$ cat src/core/gti2c_regs.vh
`ifndef GTI2C_REGS_VH
`define GTI2C_REGS_VH
// ----------------------------------------
// bus addressing
// ----------------------------------------
`define GTI2C_TARGET_ID 7'h55
`define GTI2C_WR_BYTE 8'haa
`define GTI2C_RD_BYTE 8'hab
`define GTI2C_MAX_CMD 8'h7f
`define GTI2C_PTR_RESET 8'h00
// ----------------------------------------
// timing
// ----------------------------------------
`define GTI2C_CLK_HZ 50000000
`define GTI2C_TIMEOUT_US 2000
`define GTI2C_BIT_LAST 3'h7
`endif

$ cat src/core/gti2c_target.v
// ----------------------------------------
// Operation
// ----------------------------------------
// Operation
// [RQ1] answer only target identifier 1010101 in upper seven address bits
// [RQ2] address byte 0xaa selects write, 0xab selects read
// [RQ3] support byte write, quick read, single read, incremental read
// [RQ4] quick read returns byte at current pointer without command byte
// [RQ5] pointer advances on every acknowledged data byte, either direction
// [RQ6] consecutive written bytes land at consecutive locations
// [RQ7] data byte written to read-only location is not acknowledged
// [RQ8] command byte above 0x7f is not acknowledged
// [RQ9] surplus bytes beyond writable range are not acknowledged
// [RQ10] incremental read served through highest read location
// [RQ11] bus held low past timeout releases both lines
// [RQ12] controller keeps clock at or below 400 khz; the testbench host clocks a 160 ns bit, 6.25 mhz
// [RQ13] controller waits 66 us idle after stop before start
// [RQ14] commands reach control, status and non-volatile locations
// [RQ15] first byte after write address loads the pointer
// [RQ16] timeout counter restarts when lines return high
`timescale 1ns/1ns
`include "gti2c_regs.vh"
module gti2c_target #(
  parameter TIMEOUT_CYC = `GTI2C_TIMEOUT_US * (`GTI2C_CLK_HZ / 1000000),
  parameter MAX_WR = 8'h7f
) (
  input wire ref_clk,
  input wire resetn,
  input wire scl_in,
  output wire scl_out,
  output wire scl_oe,
  input wire sda_in,
  output wire sda_out,
  output wire sda_oe,
  output reg [7:0] mem_addr,
  output reg [7:0] mem_wdata,
  output reg mem_we,
  input wire [7:0] mem_rdata,
  input wire mem_ro,
  output reg bus_timeout
);
  // ----------------------------------------
  // synchronisers and edge detection
  // ----------------------------------------
  // third flop only serves edge detection, never the metastable first one
  reg scl_m, scl_s, scl_d, sda_m, sda_s, sda_d;
  always @(posedge ref_clk or negedge resetn) begin
    if (!resetn) begin
      scl_m <= 1'b1;
      scl_s <= 1'b1;
      scl_d <= 1'b1;
      sda_m <= 1'b1;
      sda_s <= 1'b1;
      sda_d <= 1'b1;
    end else begin
      scl_m <= scl_in;
      scl_s <= scl_m;
      scl_d <= scl_s;
      sda_m <= sda_in;
      sda_s <= sda_m;
      sda_d <= sda_s;
    end
  end
  wire scl_rise = scl_s & ~scl_d;
  wire scl_fall = ~scl_s & scl_d;
  wire start_c = scl_s & scl_d & sda_d & ~sda_s;
  wire stop_c = scl_s & scl_d & ~sda_d & sda_s;
  // ----------------------------------------
  // byte engine
  // ----------------------------------------
  localparam ST_IDLE = 3'h0;
  localparam ST_ADDR = 3'h1;
  localparam ST_CMD = 3'h2;
  localparam ST_WDAT = 3'h3;
  localparam ST_RDAT = 3'h4;
  localparam ST_RACK = 3'h5;
  localparam ST_ACK = 3'h6;
  reg [2:0] state, ret_state;
  reg [2:0] bitcnt;
  reg [7:0] shreg;
  reg [7:0] ptr;
  reg drive_low, ack_go;
  reg [31:0] lowcnt;
  always @(posedge ref_clk or negedge resetn) begin
    if (!resetn) begin
      state <= ST_IDLE;
      ret_state <= ST_IDLE;
      bitcnt <= 3'h0;
      shreg <= 8'h00;
      ptr <= `GTI2C_PTR_RESET;
      drive_low <= 1'b0;
      ack_go <= 1'b0;
      mem_addr <= 8'h00;
      mem_wdata <= 8'h00;
      mem_we <= 1'b0;
    end else begin
      mem_we <= 1'b0;
      // store address trails the pointer by one cycle
      mem_addr <= ptr;
      if (bus_timeout) begin
        state <= ST_IDLE;
        drive_low <= 1'b0; // RQ11
      end else if (start_c) begin
        state <= ST_ADDR;
        bitcnt <= 3'h0;
        drive_low <= 1'b0;
      end else if (stop_c) begin
        state <= ST_IDLE;
        drive_low <= 1'b0;
      end else begin
        case (state)
          // ----------------------------------------
          // receive: address, command and write data
          // ----------------------------------------
          // ack decided at the fall so sda moves only while scl is low
          ST_ADDR, ST_CMD, ST_WDAT: begin
            if (scl_rise) begin
              shreg <= {shreg[6:0], sda_s};
              bitcnt <= bitcnt + 3'h1;
              if (bitcnt == `GTI2C_BIT_LAST) ack_go <= 1'b1;
            end else if (scl_fall && ack_go) begin
              ack_go <= 1'b0;
              drive_low <= 1'b0;
              ret_state <= ST_IDLE;
              if (state == ST_ADDR) begin
                if (shreg[7:1] == `GTI2C_TARGET_ID) begin // RQ1
                  drive_low <= 1'b1;
                  ret_state <= shreg[0] ? ST_RDAT : ST_CMD; // RQ2 RQ3 RQ4
                end
              end else if (state == ST_CMD) begin
                if (shreg <= `GTI2C_MAX_CMD) begin // RQ8
                  drive_low <= 1'b1;
                  ptr <= shreg; // RQ15
                  ret_state <= ST_WDAT;
                end
              end else if (!mem_ro && ptr <= MAX_WR) begin // RQ7 RQ9
                drive_low <= 1'b1;
                mem_wdata <= shreg;
                mem_we <= 1'b1; // RQ14
                ptr <= ptr + 8'h01; // RQ5 RQ6
                ret_state <= ST_WDAT;
              end
              state <= ST_ACK;
            end
          end
          // ----------------------------------------
          // acknowledge slot
          // ----------------------------------------
          ST_ACK: begin
            if (scl_fall) begin
              bitcnt <= 3'h0;
              state <= ret_state;
              drive_low <= 1'b0;
              if (ret_state == ST_RDAT) begin
                shreg <= mem_rdata; // RQ10
                drive_low <= ~mem_rdata[7];
                bitcnt <= 3'h1;
              end
            end
          end
          // ----------------------------------------
          // transmit: read data
          // ----------------------------------------
          // msb goes out in the ack slot, so the counter starts at one
          ST_RDAT: begin
            if (scl_fall) begin
              if (bitcnt == 3'h0) begin
                drive_low <= 1'b0;
                state <= ST_RACK;
              end else begin
                drive_low <= ~shreg[`GTI2C_BIT_LAST - bitcnt];
                bitcnt <= bitcnt + 3'h1;
              end
            end
          end
          // ----------------------------------------
          // controller acknowledge
          // ----------------------------------------
          // a nack ends the read and leaves the pointer on the last byte
          ST_RACK: begin
            if (scl_rise) begin
              if (!sda_s) begin
                ptr <= ptr + 8'h01; // RQ5
                mem_addr <= ptr + 8'h01;
                ret_state <= ST_RDAT;
                state <= ST_ACK;
              end else begin
                state <= ST_IDLE;
              end
            end
          end
          default: state <= ST_IDLE;
        endcase
      end
    end
  end
  // ----------------------------------------
  // stuck bus timeout
  // ----------------------------------------
  // restarts each time both lines are high, so slow but live traffic passes
  always @(posedge ref_clk or negedge resetn) begin
    if (!resetn) begin
      lowcnt <= 32'h0;
      bus_timeout <= 1'b0;
    end else if (scl_s && sda_s) begin
      lowcnt <= 32'h0; // RQ16
      bus_timeout <= 1'b0;
    end else if (lowcnt >= TIMEOUT_CYC) begin
      // stays set until both lines are seen high again
      bus_timeout <= 1'b1; // RQ11
    end else begin
      lowcnt <= lowcnt + 32'h1; // RQ16
    end
  end
  // ----------------------------------------
  // bus line drivers
  // ----------------------------------------
  // no clock stretching: scl is never pulled, only sda for ack and data
  assign scl_out = 1'b0;
  assign scl_oe = 1'b0;
  assign sda_out = 1'b0;
  assign sda_oe = drive_low & ~bus_timeout; // RQ11
endmodule // gti2c_target

$ cat config.mk
export PLATFORM = sky130hd
export DESIGN_NAME = gti2c_target
export DESIGN_NICKNAME = d
export VERILOG_FILES = /design/src/core/gti2c_target.v
export VERILOG_INCLUDE_DIRS = /design/src /design/src/core
export SDC_FILE = /design/constraint.sdc
export NUM_CORES = 1
export LEC_CHECK = 0
export ABC_CLOCK_PERIOD_IN_PS = 2080
export BUFFER_PORTS_ARGS = -buffer_cell sky130_fd_sc_hd__clkbuf_2
export CORE_MARGIN = 8
export CORE_UTILIZATION = 25
export CTS_BUF_LIST = sky130_fd_sc_hd__clkbuf_4 sky130_fd_sc_hd__clkbuf_8
export CTS_CLUSTER_DIAMETER = 40
export DETAILED_ROUTE_END_ITERATION = 12
export PLACE_DENSITY = 0.44
export SLEW_MARGIN = 20
export SYNTH_ARGS = -nofsm -noshare
export SYNTH_HDL_FRONTEND = slang
export SYNTH_SLANG_ARGS = --single-unit
$ cat constraint.sdc
create_clock -name ref_clk -period 2.08 [get_ports ref_clk]
set_input_delay 0.208 -clock ref_clk [delete_from_list [all_inputs] [get_ports ref_clk]]
set_output_delay 0.208 -clock ref_clk [all_outputs]
set_load 0.05 [all_outputs]
## Yosys cells after proc, flatten, opt, wreduce, memory -nomap -nowiden

Cells that the tools add are included.

- Flip-flop bits (word level): 83
- Input port bits: 13

- Add/sub/neg operators: 4
- Magnitude comparators: 4
- Eq/ne operators: 32
- Muxes and demuxes: 79
- Bitwise gates (word level): 20
- Reduce and logical (&&, ||, !) cells: 20

Operator list:

| kind | count |
|---|---|
| 8-bit two-way mux | 15 |
| 3-bit two-way mux | 24 |
| 32-bit two-way mux | 2 |
| 32-bit by 1-bit adder with 32-bit output (second input constant) | 1 |
| 32-bit by 17-bit >= comparator with 1-bit output (second input constant) | 1 |
| 8-bit one-hot mux with 2 select lines | 2 |
| 5-bit != test (second input constant) | 6 |
| 1-bit two-way mux | 29 |
| 2-bit != test (second input constant) | 10 |
| 3-bit != test (second input constant) | 6 |
| 9-bit AND reduction | 2 |
| 8-bit by 7-bit <= comparator with 1-bit output (second input constant) | 2 |
| 3-bit equality test (second input constant) | 5 |
| 7-bit AND reduction | 2 |
| 1-bit inverter | 12 |
| 3-bit one-hot mux with 4 select lines | 1 |
| 6-bit AND reduction | 2 |
| 3-bit one-hot mux with 3 select lines | 1 |
| 8-bit by 1-bit adder with 8-bit output (second input constant) | 1 |
| 1-bit bitwise AND | 8 |
| 8-bit AND reduction | 1 |
| 2-bit nonzero test | 4 |
| 7-bit equality test (second input constant) | 1 |
| 3-bit by 2-bit equality test with 1-bit output (second input constant) | 2 |
| other kinds (16) | 19 |

## Logic depth before layout (Yosys ltp)

Gate-level depths: netlist of run 1.

- Depth in word-level cells: 11
- Depth in mapped cells: 8

## Least setup slack after synthesis of run 1

No wires, ideal clock.

- Kind: register -> register
- Start: register sda_s
- End: register ptr[7]
- Arrival: 1.735 ns
- Setup slack: 0.224 ns
- Stages on the path, launching flop included: 8
- Buffers on the path: 2
- Clock period less this slack: 1.856 ns
- Path through: dfstp_2 -> buf_2 -> xor2_1 -> a31o_1 -> buf_6 -> a21o_4 -> o31a_1 -> o22a_1

- Word-level cells in the longest chain between the ends: 4
- Elaborated cells on any way between the ends: 9
- Classes of those cells: mux (3); bitwise (5); reduce/logical (1)

RTL lines:

| item | line | text |
|---|---|---|
| start: declaration | gti2c_target.v:46 | `reg scl_m, scl_s, scl_d, sda_m, sda_s, sda_d;` |
| start signal: assignment | gti2c_target.v:60 | `sda_s <= sda_m;` |
| 1-bit inverter | gti2c_target.v:66 | `wire start_c = scl_s & scl_d & sda_d & ~sda_s;` |
| 1-bit bitwise AND | gti2c_target.v:66 |  |
| 1-bit inverter (no line) | n/a |  |
| 9-bit AND reduction (no line) | n/a |  |
| end signal: assignment | gti2c_target.v:90 | `` ptr <= `GTI2C_PTR_RESET; `` |
| end signal: assignment | gti2c_target.v:133 | `ptr <= shreg;` |
| end signal: assignment | gti2c_target.v:140 | `ptr <= ptr + 8'h01;` |
| end: declaration | gti2c_target.v:81 | `reg [7:0] ptr;` |

Parallel ways exist; a longest one is shown, timed or not.
A chain may end at the register's enable or synchronous reset.

## Final worst setup path of run 1

- Start: register scl_d
- End: register ptr[7]

- Word-level cells in the longest chain between the ends: 5
- Elaborated cells on any way between the ends: 16
- Classes of those cells: eq/ne (2); mux (2); bitwise (10); reduce/logical (2)

RTL lines:

| item | line | text |
|---|---|---|
| start: declaration | gti2c_target.v:46 |  |
| start signal: assignment | gti2c_target.v:58 | `scl_d <= scl_s;` |
| 1-bit bitwise AND | gti2c_target.v:66, gti2c_target.v:67 |  |
| 1-bit bitwise AND, on equally long branches (2 in series) | gti2c_target.v:67, gti2c_target.v:66 |  |
| 1-bit inverter (no line) | n/a |  |
| 9-bit AND reduction (no line) | n/a |  |

Parallel ways exist; a longest one is shown, timed or not.

==> key figures, run 1 <==
Synthesis
  • Post-synthesis sequential area ratio: 0.5002
  • Area of the mapped netlist: 4168 sq um
  • Post-synth EDFFs: 0
  • Biggest area consumer among synthesized cells: dfrtp_1
  • Area contributors post-synth: dfrtp_1 46%, xnor2_1 4.2%, dfstp_2 3.8%, nor2_1 3.8%, a21oi_1 3.5%
  • Mean post-synth cell area: 10.14 sq um
  • Synth top area share: 0.4623
  • Synthesized flop and latch total: 83
  • Async SR Flop Fraction: 1.000
  • YS warnings: 0
  • Synth Instances: 411
  • Synth unique cells: 60
  • Main synth FF type: dfrtp_1

Hold path
  • Hold Path Cell Cnt: 3
  • Beginning of the worst hold path: mem_rdata[1]
  • HP Class: in -> reg
  • Hold EP: shreg[1]$_DFFE_PN0P_

Worst setup path
  • Critical path type: reg -> reg
  • R2R setup slack: 90 ps
  • FF-to-FF path depth: 6
  • Crit path max fanout: 10
  • Worst EP required: between 2000 and 2500 ps
  • Critical Path AT: 2230 ps
  • Crit start category: flop
  • CP Capture Type: flop
  • Reg2reg start: scl_d$_DFF_PN1_
  • Worst Setup SP: scl_d$_DFF_PN1_
  • RR Endpoint: ptr[7]$_DFFE_PN0P_

Floorplan
  • Die height: 145.1 um
  • Starting density of the core: 0.2531
  • Die area: 21,060 sq um
  • Core area: 16,470 sq um
  • I/O pin total: 35
  • # rows: 47
  • DIE WIDTH: between 100 and 150 um

STA
  • Relative slew slack: 0.6459
  • Min Clock Period, post-route: around 2000 ps
  • Hold Violations, Final: 0
  • Period utilization: 0.9557
  • Worst Max-Slew Pin Slew: between 500 and 600 ps
  • Setup violators final: 0
  • Max-slew violations: 0
  • Post-route setup slack: 92.19 ps
  • RSZ-0062 raised after global routing: false
  • Worst Skew: 13.84 ps
  • Setup TNS: 0 ps
  • Achievable frequency: 503.1 MHz

GRT
  • First-pass GRT wire length: 16,940 um
  • Total track usage: 0.09907
  • Vias in the first global route: ~3,200
  • Initial antenna violation count: 0
  • Global route overflow: 0
  • Largest net degree at the start of global routing: 36

Outcome
  • Outcome: completed

Pwr
  • Internal cell power: 2.357 mW
  • P_leak: ~2.1 nW
  • Sw Share: 0.2461
  • Power Density: approximately 640 nW/um^2
  • Power share of the clock group: 0.377
  • Logic pwr share: 0.076
  • Worst ir drop on vdd: around 0.23 mV
  • Reg power frac: 0.546
  • Net Sw Power: 769.4 uW

Cells and area
  • Sequential Area: approximately 2100 sq um
  • Multi-input gate area: 1927 sq um
  • Fin nets: roughly 480
  • Fillers: 1,740
  • Antenna cells: 0
  • Syn-to-layout area delta: 17.98%
  • Fraction of layout cells with a size suffix above 1: 0.2286
  • Post-Layout Cell Count: 688

Clocking
  • Root Buffer: clkbuf_8
  • CTS tree: built
  • Clk Latency, worst-skew pair: 370 ps
  • Clock Path Buffers: 2
  • CTS clk-pin slew, worst paths: roughly 80 ps
  • H-tree levels: 3
  • CTS buffer count: 9
  • # clock sinks: 83

Drt
  • Pre-antenna DRT Iters: 5
  • Vias: 3,130
  • Antenna Nets Post-Route: 0
  • Residual DRC: 0
  • Final WL: around 10000 um
  • Vias/cell: 4.549
  • 1st-iter DRT viols: 240
  • Routed wire length per instance: 14.47 um

Place
  • Post-DP HPWL: 7389 um
  • Placed instance count: 669
  • PortBufs: 31
  • Placement Setup Slack: 139.0 ps
  • RePlAce Congestion: 0.8091

Run
  • Max_cap viols: 0
[worst max path at each step]
stage | to | slack, ps | cells after the start
2_1_floorplan | ptr[7]$_DFFE_PN0P_ | 220 | 7
3_3_place_gp | ptr[6]$_DFFE_PN0P_ | 170 | 5
3_5_place_dp | ptr[7]$_DFFE_PN0P_ | 140 | 6
4_1_cts | ptr[7]$_DFFE_PN0P_ | 120 | 6
5_1_grt | ptr[7]$_DFFE_PN0P_ | 6 | 6
6_report | ptr[7]$_DFFE_PN0P_ | 90 | 6
[layout by cell type (no fill, tap or decap), types with 7 or more instances in the layout]
cell | netlist | final
clkbuf_2 | 0 | 30
clkbuf_8 | 0 | 9
nor2_1 | 42 | 42
inv_1 | 13 | 13
a21oi_1 | 29 | 29
mux2_2 | 11 | 11
and2_1 | 17 | 17
nand2_1 | 18 | 18
o21ai_0 | 23 | 22
xnor2_1 | 20 | 20
buf_4 | 6 | 24
dfrtp_1 | 77 | 77
nor3_1 | 17 | 16
nand3_1 | 14 | 14
mux2i_1 | 7 | 7
and3_1 | 10 | 10
[kinds of logic after synthesis]
group,share of synthesized area
buffers and inverters,0.04053
XOR/XNOR,0.04623
AND/OR/NAND/NOR,0.2005
other,0.0008998
adder cells (fa/ha/maj),0.01801
flip-flops,0.5002
multiplexers,0.05734
AO/OA/AOI/OAI,0.1363
[power groups by stage]
stage / registers, mW / clock network, mW / logic, mW
global route: 1.72 / 1.32 / 0.277
floorplan: 1.73 / 0 / 0.150
global placement: 1.74 / 0 / 0.237
detailed placement: 1.74 / 0 / 0.240
CTS: 1.71 / 1.25 / 0.246
finish: 1.71 / 1.18 / 0.239
[Yosys cell counts (4+ instances only)]
cell and n:
a21oi_1 29, nand4_1 4, nor3b_1 5, nor4_1 6, ha_1 6, inv_1 13
mux2i_1 7, buf_4 6, nor2_1 42, nor3_1 17, and2_1 17, dfstp_2 6
o21ai_0 23, nand3_1 14, and3_1 10, xnor2_1 20, nand2_1 18, a31oi_1 5
mux2_2 11, buf_2 6, clkbuf_1 4, o22ai_1 4, a22o_1 4, dfrtp_1 77
[worst max-delay path: stages, from the launching register on]
cell and delay, ps:
dfstp_2 630, nand3b_1 200, nor2_2 220, o21ai_2 110
a21o_4 260, o31a_1 280, o22a_1 170
[registers in the layout, summed over array words and instances, names as in the netlist, 3 cells and up]
register and flops:
bitcnt 3, lowcnt 32, mem_addr 8, mem_wdata 8, ptr 8, ret_state 3
shreg 8, state 3
[routing by layer]
metal / vias up / global-route usage / wire length, um
met5: - / 0 / 0
li1: 1557 / - / -
met1: 1525 / 0.1320 / 4870
met4: 0 / 0.03904 / 71
met3: 6 / 0.02425 / 378
met2: 42 / 0.1514 / 4635
[metrics by stage]
stage                     total power, mW  utilization  hold WS, ps  area [sq um]
final                               3.126       0.2986        148.9          4917
after global routing                3.314       0.2986        140.2          4917
after CTS                           3.206       0.2986        124.4          4917
after detailed placement            1.980       0.2848        211.1          4690
after global placement              1.974       0.2848        211.1          4690
after floorplan                     1.875            -       -87.59          4175
[cell type report]
cell class	count	area share
timing repair buffer	58	0.07735
inverter	14	0.01069
sequential	83	0.4239
multi-input combinational	297	0.3919
tap	220	0.05598
clock buffer	12	0.02977
clock inverter	4	0.01043
[timing repair]
| item | 4_1_cts | 5_1_grt |
|---|---|---|
| hold buffers | 3 | 0 |
| resized for setup | 0 | 1 |
| hold endpoints to repair | 31 | 0 |
| endpoints found under the setup margin | 0 | 3 |
| setup buffers | 0 | 0 |
Note: power is estimated with default switching activity, not from simulation.
==> run 2, diff against run 1 <==
--- a/config.mk
+++ b/config.mk
@@ -10,7 +10,7 @@
 export BUFFER_PORTS_ARGS = -buffer_cell sky130_fd_sc_hd__clkbuf_2
 export CORE_MARGIN = 8
 export CORE_UTILIZATION = 25
-export CTS_BUF_LIST = sky130_fd_sc_hd__clkbuf_4 sky130_fd_sc_hd__clkbuf_8
+export CTS_BUF_LIST = sky130_fd_sc_hd__clkbuf_8
 export CTS_CLUSTER_DIAMETER = 40
 export DETAILED_ROUTE_END_ITERATION = 12
 export PLACE_DENSITY = 0.44
==> key figures, run 2 (synthesized netlist as in run 1, its figures left out) <==
Outcome
  • Outcome: completed (unchanged)

Clocking
  • Root Buffer: clkbuf_8 (unchanged)
  • CTS clk-pin slew, worst paths: 80 ps (about the same)
  • H-tree levels: 3 (unchanged)
  • # clock sinks: 83 (unchanged)
  • CTS buffer count: 9 (unchanged)
  • CTS tree: built (unchanged)
  • Clk Latency, worst-skew pair: 370 ps (about the same)
  • Clock Path Buffers: 2 (unchanged)

Drt
  • Residual DRC: 0 (unchanged)
  • Pre-antenna DRT Iters: 4 (was 5)
  • Vias: 3,145 (was 3,130)
  • Antenna Nets Post-Route: 0 (unchanged)
  • Routed wl met2: 4657 um (was 4635 um)
  • 1st-iter DRT viols: 257 (was 240)
  • Routed wire length per instance: 14.50 um (was 14.47 um)
  • Metal3 WL: 331 um (was 378 um)
  • Top Layer Used: met4 (unchanged)
  • Final WL: 9973 um (was 9954 um)
  • Met1 wire length: 4913 um (was 4870 um)
  • Vias/cell: 4.571 (was 4.549)

Worst setup path
  • Crit path max fanout: 10 (unchanged)
  • CP delay by family, top: compound AO/OA/AOI/OAI gates (unchanged)
  • Critical Path AT: 2230 ps (about the same)
  • Worst path bufs/invs: 0 (unchanged)
  • CP Capture Type: flop (unchanged)
  • CP max-delay cell: dfstp_2 (unchanged)
  • Critical-path cell list: nand3b_1, nor2_2, o21ai_2, a21o_4, o31a_1, o22a_1 (unchanged)
  • Worst EP required: 2320 ps (about the same)
  • Critical path type: reg -> reg (unchanged)
  • Crit start category: flop (unchanged)
  • Max incr delay on CP: 630 ps (about the same)

Pwr
  • Worst ir drop on vdd: 0.2354 mV (was 0.2346 mV)
  • Power Density: 626.3 nW/um^2 (was 635.7 nW/um^2)
  • P_leak: 2.141 nW (was 2.138 nW)

STA
  • RSZ-0062 raised after global routing: false (unchanged)
  • Period utilization: 0.9535 (was 0.9557)
  • Worst Max-Slew Pin Slew: 537.5 ps (was 528.7 ps)
  • Worst Skew: 13.31 ps (was 13.84 ps)
  • Setup TNS: 0 ps (unchanged)
  • Setup violators final: 0 (unchanged)
  • Hold Violations, Final: 0 (unchanged)
  • Achievable frequency: 504.2 MHz (was 503.1 MHz)
  • Min Clock Period, post-route: 1983 ps (was 1988 ps)
  • Max-slew violations: 0 (unchanged)
  • Relative slew slack: 0.6400 (was 0.6459)

Cells and area
  • Max FFs per register: 32 (unchanged)
  • Syn-to-layout area delta: 17.71% (was 17.98%)
  • Post-layout util: 0.2979 (was 0.2986)
  • Post-route cell area: 4906 sq um (was 4917 sq um)
  • Biggest register: lowcnt (unchanged)
  • Commonest cells after routing, fill and taps aside: 77 x dfrtp_1, 42 x nor2_1, 30 x clkbuf_2 (unchanged)
  • Commonest non-fill, non-tap cell in the layout: dfrtp_1 (unchanged)
  • Antenna cells: 0 (unchanged)
  • Post-Layout Cell Count: 688 (unchanged)
  • Fin nets: 482 (unchanged)
  • Fraction of layout cells with a size suffix above 1: 0.2222 (was 0.2286)

Floorplan
  • Core area: 16,470 sq um (unchanged)
  • Starting density of the core: 0.2531 (unchanged)
  • DIE WIDTH: 145.1 um (unchanged)
  • I/O pin total: 35 (unchanged)
  • Die height: 145.1 um (unchanged)
  • Die area: 21,060 sq um (unchanged)
  • # rows: 47 (unchanged)

Place
  • Placed instance count: 669 (unchanged)
  • Post-DP HPWL: 7389 um (unchanged)
  • Dpl cell area: 4690 sq um (unchanged)
  • PortBufs: 31 (unchanged)
  • RePlAce Congestion: 0.8091 (unchanged)

Run
  • Max_cap viols: 0 (unchanged)

GRT
  • Largest net degree at the start of global routing: 36 (unchanged)
  • Vias in the first global route: 3,201 (was 3,208)
  • First-pass GRT wire length: 16,950 um (was 16,940 um)
  • Initial antenna violation count: 0 (unchanged)
  • Total track usage: 0.09906 (was 0.09907)
  • Global route overflow: 0 (unchanged)

Hold path
  • HP Class: in -> reg (unchanged)
[run 2: cell count changes in the layout (fill, tap and decap cells not counted), sizes merged]
cell	change
inv	+3
clkbuf	-3
[run 2: final timing paths]
path / start / to / slack [ps] / depth (start not counted)
min in group asynchronous: resetn / ptr[5]$_DFFE_PN0P_ / 350 / 2
worst max-delay path: scl_d$_DFF_PN1_ / ptr[7]$_DFFE_PN0P_ / 100 / 6
worst max register to register: scl_d$_DFF_PN1_ / ptr[7]$_DFFE_PN0P_ / 100 / 6
worst min register to register: sda_m$_DFF_PN1_ / sda_s$_DFF_PN1_ / 360 / 0
worst min-delay path: mem_rdata[1] / shreg[1]$_DFFE_PN0P_ / 150 / 3
max in group asynchronous: resetn / scl_m$_DFF_PN1_ / 1070 / 3
[run 2: where the power goes]
part / switching (mW) / internal (mW)
Sequential: 0.0472 / 1.66
Combinational: 0.140 / 0.0997
Clock: 0.583 / 0.542
[run 2: worst register-to-register path: cells and delay by family, from the launching register on]
family	cells	cell delay, ps
compound gates	4	830
flops	1	630
simple gates	2	410
[run 2: per-stage QoR]
step	setup WS, ps	total power [mW]	hold WS, ps
floorplan	224.0	1.875	-87.59
global placement	167.2	1.974	211.1
detailed placement	139.0	1.980	211.1
CTS	116.7	3.152	124.4
global route	5.607	3.266	140.2
finish	96.65	3.073	148.7
[run 2: final cells by class]
type                            instances  area, sq um
Inverter                               14        52.55
Sequential cell                        83         2085
Multi-Input combinational cell        297         1927
Clock inverter                          7        62.56
Clock buffer                            9        123.9
Timing Repair Buffer                   58        380.4
Fill cell                            1741        11560
Tap cell                              220        275.3
[run 2: layer usage]
layer  vias up  global-route usage
met4         0             0.03904
li1       1558                   -
met3         6             0.02425
met2        41              0.1505
met1      1540              0.1328
met5         -                   0
[run 2: timing repair]
action                                  4_1_cts  5_1_grt
gates resized for setup                       0        1
endpoints found under the setup margin        0        3
endpoints found under the hold margin        31        0
hold buffers                                  3        0
setup buffers                                 0        0
